**src/design/ccsu_pkg.sv**
```systemverilog
// Constants, types and register map of the clock source select and update block.
// Function
// - System PLL input selector is 2 bits, reset 0; 0 internal RC, 1 system oscillator.
// - New system PLL selection applies only after update register goes from zero to one.
// - System PLL update register is one bit at position 0, reset 0.
// - USB PLL input selector is 2 bits, reset 0; 0 internal RC, 1 system oscillator.
// - New USB PLL selection applies only after its update register goes from zero to one.
// - USB PLL update register is one bit at position 0, reset 0.
// - Main clock selector is 2 bits, reset 0: RC, PLL input, watchdog, PLL output.
// - New main clock selection applies only after its update register goes from zero to one.
// - Main clock update register is one bit at position 0, reset 0.
// - An update routes the most recently written selector value to its clock output.
// - The main clock reaches core, peripherals and memories through the bus clock divider.
// - Bus clock divider is 8 bits, reset 1; zero stops the clock, else divides.
package ccsu_pkg;

  localparam logic [31:0] ADDR_SYS_SEL  = 32'h40048040;
  localparam logic [31:0] ADDR_SYS_UPD  = 32'h40048044;
  localparam logic [31:0] ADDR_USB_SEL  = 32'h40048048;
  localparam logic [31:0] ADDR_USB_UPD  = 32'h4004804C;
  localparam logic [31:0] ADDR_MAIN_SEL = 32'h40048070;
  localparam logic [31:0] ADDR_MAIN_UPD = 32'h40048074;
  localparam logic [31:0] ADDR_DIV      = 32'h40048078;
  localparam logic [31:0] ADDR_STATUS   = 32'h4004807C;

  localparam int SEL_LSB  = 0;
  localparam int SEL_MSB  = 1;
  localparam int UPD_BIT  = 0;
  localparam int DIV_MSB  = 7;
  localparam int BE_LOW   = 0;
  localparam int ST_BUSY_SYS  = 0;
  localparam int ST_BUSY_USB  = 1;
  localparam int ST_BUSY_MAIN = 2;
  localparam int ST_SYS_LSB   = 4;
  localparam int ST_USB_LSB   = 6;
  localparam int ST_MAIN_LSB  = 8;

  typedef logic [1:0] ccsu_sel_t;
  typedef logic [7:0] ccsu_div_t;

  localparam ccsu_sel_t SRC_IRC         = 2'h0;
  localparam ccsu_sel_t SRC_SYS_OSC     = 2'h1;
  localparam ccsu_sel_t MAIN_SRC_PLL_IN = 2'h1;
  localparam ccsu_sel_t MAIN_SRC_WDT    = 2'h2;
  localparam ccsu_sel_t MAIN_SRC_PLLOUT = 2'h3;
  localparam ccsu_sel_t SEL_RESET       = 2'h0;
  localparam logic      UPD_RESET       = 1'b0;
  localparam ccsu_div_t DIV_RESET       = 8'h01;
  localparam ccsu_div_t DIV_OFF         = 8'h00;
  localparam ccsu_div_t DIV_ONE         = 8'h01;
  localparam logic [31:0] READ_ZERO     = 32'h00000000;

  typedef enum logic [1:0] {MUX_RUN, MUX_DRAIN, MUX_ARM} ccsu_mux_e;

  typedef struct packed {
    ccsu_mux_e st;
    ccsu_sel_t act;
    ccsu_sel_t pend;
    logic      clk;
  } ccsu_mux_s;

  typedef struct packed {
    logic        read;
    logic        write;
    logic [31:0] address;
    logic [31:0] writedata;
    logic [3:0]  byteenable;
  } ccsu_avs_req_s;

  typedef struct packed {
    logic internal_rc_osc;
    logic sys_osc;
    logic wdt_osc;
    logic sys_pll_out;
  } ccsu_src_s;

  typedef struct packed {
    ccsu_sel_t   sys_sel;
    logic        sys_upd;
    ccsu_sel_t   usb_sel;
    logic        usb_upd;
    ccsu_sel_t   main_sel;
    logic        main_upd;
    ccsu_div_t   div;
    ccsu_div_t   cnt;
    ccsu_mux_s   sys_mux;
    ccsu_mux_s   usb_mux;
    ccsu_mux_s   main_mux;
    logic        bus_clk;
    logic        wait_req;
    logic [31:0] rdata;
  } ccsu_state_s;

  localparam ccsu_mux_s MUX_RESET = '{st: MUX_RUN, act: SEL_RESET, pend: SEL_RESET, clk: 1'b0};

  localparam ccsu_state_s STATE_RESET = '{
    sys_sel: SEL_RESET, sys_upd: UPD_RESET, usb_sel: SEL_RESET, usb_upd: UPD_RESET,
    main_sel: SEL_RESET, main_upd: UPD_RESET, div: DIV_RESET, cnt: DIV_OFF,
    sys_mux: MUX_RESET, usb_mux: MUX_RESET, main_mux: MUX_RESET,
    bus_clk: 1'b0, wait_req: 1'b1, rdata: READ_ZERO};

endpackage : ccsu_pkg

```
**src/design/ccsu_top.sv**
```systemverilog
// Clock source selectors with zero-then-one update, glitch-free muxes and bus clock divider.
//
// The implementer's own choice: the Avalon-MM register port.
`timescale 1ns/1ps
module ccsu_top (
  input  wire logic                   core_clk,
  input  wire logic                   rstn,
  input  wire ccsu_pkg::ccsu_avs_req_s avs_req,
  output logic                        avs_waitrequest,
  output logic [31:0]                 avs_readdata,
  input  wire ccsu_pkg::ccsu_src_s    osc_src,
  output logic                        sys_pll_in_clk,
  output logic                        usb_pll_in_clk,
  output logic                        main_clk,
  output logic                        sys_bus_clk
);

  ccsu_pkg::ccsu_state_s q_reg;
  ccsu_pkg::ccsu_state_s q_next;

  logic                acc;
  logic                wr_take;
  logic                sys_rise;
  logic                usb_rise;
  logic                main_rise;
  logic [3:0]          sys_srcs;
  logic [3:0]          main_srcs;

  // Advance one glitch-free multiplexer. During a drain the output follows the old source until it is low,
  // then is held low until the new source is low too, so no runt pulse can appear.
  function automatic ccsu_pkg::ccsu_mux_s mux_step(input ccsu_pkg::ccsu_mux_s m,
                                                   input logic                upd,
                                                   input ccsu_pkg::ccsu_sel_t sel,
                                                   input logic [3:0]          src);
    ccsu_pkg::ccsu_mux_s r;
    r = m;
    if (upd) begin
      r.pend = sel;
    end
    unique case (m.st)
      ccsu_pkg::MUX_RUN: begin
        r.clk = src[m.act];
        if (r.pend != m.act) begin
          r.st = ccsu_pkg::MUX_DRAIN;
        end
      end
      ccsu_pkg::MUX_DRAIN: begin
        r.clk = src[m.act];
        if (!src[m.act]) begin
          r.clk = 1'b0;
          r.act = r.pend;
          r.st  = ccsu_pkg::MUX_ARM;
        end
      end
      ccsu_pkg::MUX_ARM: begin
        r.clk = 1'b0;
        if (!src[m.act]) begin
          r.st = ccsu_pkg::MUX_RUN;
        end
      end
      default: begin
        r.st  = ccsu_pkg::MUX_RUN;
        r.clk = 1'b0;
      end
    endcase
    return r;
  endfunction : mux_step

  // Word returned for a read; unmapped addresses read as zero.
  function automatic logic [31:0] read_word(input ccsu_pkg::ccsu_state_s s,
                                            input logic [31:0]           a);
    logic [31:0] w;
    w = ccsu_pkg::READ_ZERO;
    unique case (a)
      ccsu_pkg::ADDR_SYS_SEL:  w[ccsu_pkg::SEL_MSB:ccsu_pkg::SEL_LSB] = s.sys_sel;
      ccsu_pkg::ADDR_SYS_UPD:  w[ccsu_pkg::UPD_BIT] = s.sys_upd;
      ccsu_pkg::ADDR_USB_SEL:  w[ccsu_pkg::SEL_MSB:ccsu_pkg::SEL_LSB] = s.usb_sel;
      ccsu_pkg::ADDR_USB_UPD:  w[ccsu_pkg::UPD_BIT] = s.usb_upd;
      ccsu_pkg::ADDR_MAIN_SEL: w[ccsu_pkg::SEL_MSB:ccsu_pkg::SEL_LSB] = s.main_sel;
      ccsu_pkg::ADDR_MAIN_UPD: w[ccsu_pkg::UPD_BIT] = s.main_upd;
      ccsu_pkg::ADDR_DIV:      w[ccsu_pkg::DIV_MSB:0] = s.div;
      ccsu_pkg::ADDR_STATUS: begin
        w[ccsu_pkg::ST_BUSY_SYS]  = (s.sys_mux.st != ccsu_pkg::MUX_RUN);
        w[ccsu_pkg::ST_BUSY_USB]  = (s.usb_mux.st != ccsu_pkg::MUX_RUN);
        w[ccsu_pkg::ST_BUSY_MAIN] = (s.main_mux.st != ccsu_pkg::MUX_RUN);
        w[ccsu_pkg::ST_SYS_LSB +: 2]  = s.sys_mux.act;
        w[ccsu_pkg::ST_USB_LSB +: 2]  = s.usb_mux.act;
        w[ccsu_pkg::ST_MAIN_LSB +: 2] = s.main_mux.act;
      end
      default: w = ccsu_pkg::READ_ZERO;
    endcase
    return w;
  endfunction : read_word

  always_comb begin
    q_next  = q_reg;
    acc     = avs_req.read | avs_req.write;
    // A write lands on the edge where waitrequest is seen low; byte lane 0 holds every field.
    wr_take = avs_req.write & ~q_reg.wait_req & avs_req.byteenable[ccsu_pkg::BE_LOW];
    sys_rise  = 1'b0;
    usb_rise  = 1'b0;
    main_rise = 1'b0;

    // One wait cycle per access, so read data come from registered state.
    q_next.wait_req = ~(acc & q_reg.wait_req);
    if (acc & q_reg.wait_req) begin
      q_next.rdata = read_word(q_reg, avs_req.address);
    end

    if (wr_take) begin
      unique case (avs_req.address)
        ccsu_pkg::ADDR_SYS_SEL: begin
          q_next.sys_sel = avs_req.writedata[ccsu_pkg::SEL_MSB:ccsu_pkg::SEL_LSB];
        end
        ccsu_pkg::ADDR_SYS_UPD: begin
          q_next.sys_upd = avs_req.writedata[ccsu_pkg::UPD_BIT];
          sys_rise = avs_req.writedata[ccsu_pkg::UPD_BIT] & ~q_reg.sys_upd;
        end
        ccsu_pkg::ADDR_USB_SEL: begin
          q_next.usb_sel = avs_req.writedata[ccsu_pkg::SEL_MSB:ccsu_pkg::SEL_LSB];
        end
        ccsu_pkg::ADDR_USB_UPD: begin
          q_next.usb_upd = avs_req.writedata[ccsu_pkg::UPD_BIT];
          usb_rise = avs_req.writedata[ccsu_pkg::UPD_BIT] & ~q_reg.usb_upd;
        end
        ccsu_pkg::ADDR_MAIN_SEL: begin
          q_next.main_sel = avs_req.writedata[ccsu_pkg::SEL_MSB:ccsu_pkg::SEL_LSB];
        end
        ccsu_pkg::ADDR_MAIN_UPD: begin
          q_next.main_upd = avs_req.writedata[ccsu_pkg::UPD_BIT];
          main_rise = avs_req.writedata[ccsu_pkg::UPD_BIT] & ~q_reg.main_upd;
        end
        ccsu_pkg::ADDR_DIV: begin
          q_next.div = avs_req.writedata[ccsu_pkg::DIV_MSB:0];
        end
        default: begin
        end
      endcase
    end

    // Reserved selector codes feed a constant low, so choosing one simply parks the clock.
    sys_srcs  = {1'b0, 1'b0, osc_src.sys_osc, osc_src.internal_rc_osc};
    main_srcs = {osc_src.sys_pll_out, osc_src.wdt_osc, q_reg.sys_mux.clk, osc_src.internal_rc_osc};
    q_next.sys_mux  = mux_step(q_reg.sys_mux, sys_rise, q_reg.sys_sel, sys_srcs);
    q_next.usb_mux  = mux_step(q_reg.usb_mux, usb_rise, q_reg.usb_sel, sys_srcs);
    q_next.main_mux = mux_step(q_reg.main_mux, main_rise, q_reg.main_sel, main_srcs);

    // The divider counts main clock periods on falling edges and passes one whole high
    // phase per period count; a new divisor is compared at once, so a count already past it wraps at the next fall.
    if (q_reg.div == ccsu_pkg::DIV_OFF) begin
      q_next.cnt = ccsu_pkg::DIV_OFF;
    end else if (q_reg.main_mux.clk & ~q_next.main_mux.clk) begin
      if (q_reg.cnt >= q_reg.div - ccsu_pkg::DIV_ONE) begin
        q_next.cnt = ccsu_pkg::DIV_OFF;
      end else begin
        q_next.cnt = q_reg.cnt + ccsu_pkg::DIV_ONE;
      end
    end
    q_next.bus_clk = (q_reg.div != ccsu_pkg::DIV_OFF) & q_next.main_mux.clk
                     & (q_reg.cnt == ccsu_pkg::DIV_OFF);
  end

  always_ff @(posedge core_clk) begin
    if (!rstn) begin
      q_reg <= ccsu_pkg::STATE_RESET;
    end else begin
      q_reg <= q_next;
    end
  end

  assign avs_waitrequest = q_reg.wait_req;
  assign avs_readdata    = q_reg.rdata;
  assign sys_pll_in_clk  = q_reg.sys_mux.clk;
  assign usb_pll_in_clk  = q_reg.usb_mux.clk;
  assign main_clk        = q_reg.main_mux.clk;
  assign sys_bus_clk     = q_reg.bus_clk;
endmodule : ccsu_top

```
**config.mk**
```make
export PLATFORM = sky130hd
export DESIGN_NAME = ccsu_top
export DESIGN_NICKNAME = d
export VERILOG_FILES = /design/src/design/ccsu_pkg.sv /design/src/design/ccsu_top.sv
export SDC_FILE = /design/constraint.sdc
export NUM_CORES = 1
export LEC_CHECK = 0
export BUFFER_PORTS_ARGS = -buffer_cell sky130_fd_sc_hd__buf_4
export CORE_UTILIZATION = 45
export CTS_CLUSTER_SIZE = 40
export DETAILED_ROUTE_END_ITERATION = 8
export PLACE_DENSITY = 0.73
export SYNTH_ARGS = -nofsm -noshare
export SYNTH_HDL_FRONTEND = slang
export SYNTH_SLANG_ARGS = --single-unit
```
**constraint.sdc**
```tcl
create_clock -name core_clk -period 2.99 [get_ports core_clk]
set_clock_uncertainty 0.05 [all_clocks]
set_input_delay 0.598 -clock core_clk [delete_from_list [all_inputs] [get_ports core_clk]]
set_output_delay 0.598 -clock core_clk [all_outputs]
set_load 0.005 [all_outputs]
```
==> run summary <==
Clk network pwr share -> 0.418
drt first pass iters -> 4
num ports -> 113
Max Slew Vio Count -> 0
max_slew headroom -> 0.5880
first-pass GRT wire length -> 11.41 mm
Yosys reg bits -> 58
global route overflow -> 0
Initial DRC Count -> 135
# hold bufs at CTS -> 0
R2R depth -> 10
kind of critical path -> flip-flop to flip-flop
Seq pwr share -> 0.502
core area -> 6869 µm²
initial core utilization -> 0.4712
Worst-Margin Slew -> 617.1 ps
vias in the first global route -> 2,364
Post-DRT Antenna Nets -> 0
Synthesis Warnings -> 0
synthesized cell area -> 3237 µm²
final worst slack -> 554.5 ps
fraction of the yosys area taken by sequential cells -> 0.3587
Hold Crit Class -> flip-flop to flip-flop
final wirelength -> 7.071 mm
Worst VDD drop -> 209.9 µV
Final setup viols -> 0
max-cap violations -> 0
synth unique cells -> 50
most used cell, CP -> ha_1
worst r2r dst -> q_reg[56]
DR vias/cell -> 5.176
outcome -> complete, no violations
RSZ-0062 raised after global routing -> false
Worst Setup EP -> q_reg[56]
Fmax -> 0.4106 GHz
final hold viol count -> 0
Avg Inst Size Synth -> 8.991 µm²
CTS buffer count -> 9
R2R setup slack -> 550 ps
Die Wd -> 86.81 µm
Final Cycle Share -> 0.8145
WL/cell -> 13.65 µm
fin crit period -> 2435 ps
slowest CP cell -> o21ai_1
Die Y -> 86.81 µm
Post-synth top flop -> dfxtp_1
largest net degree at the start of global routing -> 38
EDFF count, synth -> 0
proportion of layout cells with a drive suffix above 1 -> 0.2417
placed cells -> 502
P_leak -> 0.001509 µW
number of flip-flops in the largest register -> 43
commonest non-fill, non-tap cell in the layout -> buf_4
crit-path max cell delay -> 450 ps
Comb pwr share -> 0.080
Total GRT Usage -> 0.1950
I/O Buffers -> 63
Root Driver -> clkbuf_8
Worst setup SP type -> flip-flop
# DRC -> 0
Crit. Startpoint -> q_reg[63]
die footprint -> 7536 µm²
Pint -> 1144 µW
DR vias -> 2,681
synthesized instance count -> 360
CP cell instances -> inv_1 > ha_1 > nand2b_1 > nor4_1 > xnor2_1 > ha_1 > nand4_1 > o211a_1 > o21ai_1 > nor2_1
Required @ worst endpoint -> 3160 ps
post_cts resized -> 0
Sink Count -> 58
critical path's top delay family -> compound AO/OA/AOI/OAI gates
Area Growth Syn to Fin -> 18.79%
most frequent cells in the layout -> buf_4, dfxtp_1, nor2_1
CP max FO -> 8
Worst-path clk slew -> 70 ps
filler cell count -> 625
Post-CTS Setup Bufs -> 0
clock latency on the worst-skew pair -> 350 ps
P per Cell Area -> 404.7 nW/µm²
initial antenna violation count -> 0
site row count -> 30
fin cells -> 518
clock buffer depth -> 2
Placer Congestion -> 0.8689
final setup TNS -> 0 ps
switching share of power -> 0.2648
CTS tree -> yes
cell depth of the worst setup path -> 10
fin area -> 3845 µm²
P_sw -> 412.0 µW
DP HPWL -> 5.347 mm
H-tree Lvls -> 3
Setup crit end kind -> flip-flop
Crit path buffers/inverters -> 1
Setup WS pre-CTS -> 307.5 ps
Critical R2R Launch -> q_reg[63]
Nets -> 505
Synth async-reset ratio -> 0
ANT cells -> 0
WP data arrival -> 2600 ps
Placed Area -> 3665 µm²
[worst min-delay path by stage]
stage                          startpoint  slack [ps]  cells past startpoint         endpoint
final                     avs_readdata[1]         430                      2  avs_readdata[1]
after global routing           avs_req[7]         440                      3        q_reg[66]
after CTS                 avs_readdata[1]         430                      2  avs_readdata[1]
after detailed placement  avs_readdata[1]         420                      2  avs_readdata[1]
after global placement    avs_readdata[0]         420                      2  avs_readdata[0]
after floorplan           avs_readdata[0]         400                      2  avs_readdata[0]
[area by class of cell]
class,instances,area [µm²],share of cell area
sequential,58,1161,0.3020
clock buffer,9,123.9,0.03222
clock inverter,7,56.30,0.01464
inverter,6,22.52,0.005857
tap,96,120.1,0.03124
multi-input combinational,272,1836,0.4774
timing repair buffer,70,525.5,0.1367
[power groups by stage]
stage                     combinational (µW)  sequential [µW]  clock, µW
after floorplan                         71.2              798          0
after global placement                   122              798          0
after detailed placement                 124              798          0
after CTS                                124              780        664
after global routing                     137              781        704
final                                    125              780        651
[per-stage QoR]
step                      utilization  hold WS (ps)  total power [µW]
after floorplan                     -         397.3             869.2
after global placement         0.5335         418.8             920.2
after detailed placement       0.5335         423.8             922.1
after CTS                      0.5597         433.4              1569
after global routing           0.5597         444.8              1622
final                          0.5597         428.7              1556
[worst reg2reg max path, delay by kind of cell, from the launching register on]
kind | cells | cell delay, ps
compound gates | 2 | 660
flops | 1 | 330
buf+inv | 1 | 140
simple gates | 4 | 500
xor+xnor | 1 | 120
fa+ha+maj | 2 | 510
[cells in the mapped netlist, types with 3 or more instances]
| library cell | count | share of area |
|---|---|---|
| nand3_1 | 8 | 0.012 |
| xnor2_1 | 12 | 0.032 |
| nand2_1 | 14 | 0.016 |
| xor2_1 | 10 | 0.027 |
| a22oi_1 | 6 | 0.014 |
| inv_1 | 5 | 0.0058 |
| mux2i_1 | 28 | 0.087 |
| nor4_1 | 8 | 0.015 |
| a22o_1 | 4 | 0.011 |
| nand4_1 | 5 | 0.0097 |
| o21ai_0 | 6 | 0.0093 |
| or2_2 | 3 | 0.0058 |
| dfxtp_1 | 58 | 0.36 |
| a21oi_1 | 11 | 0.017 |
| ha_1 | 12 | 0.046 |
| nor3b_1 | 6 | 0.014 |
| buf_4 | 32 | 0.074 |
| clkbuf_1 | 12 | 0.014 |
| nand3b_1 | 4 | 0.0093 |
| nor2_1 | 57 | 0.066 |
| nand2b_1 | 5 | 0.0097 |
| nor3_1 | 9 | 0.014 |
| a32oi_1 | 3 | 0.0081 |
| mux2_2 | 3 | 0.010 |
[routing by layer]
metal,global-route usage,vias up,part of all wire
li1,-,1333,-
met1,0.2730,1271,0.49
met5,0,-,0
met4,0.05909,0,0.013
met2,0.2999,67,0.45
met3,0.04095,10,0.043
[cell families after synthesis]
kind of cell	Yosys count	synth area share
xor+xnor	22	0.05953
simple gates	137	0.2269
flops	58	0.3587
compound gates	46	0.09779
mux	33	0.1109
other cells	1	0.001159
fa+ha+maj	12	0.04638
buf+inv	51	0.09857
Power figures use the tool's default switching activity.
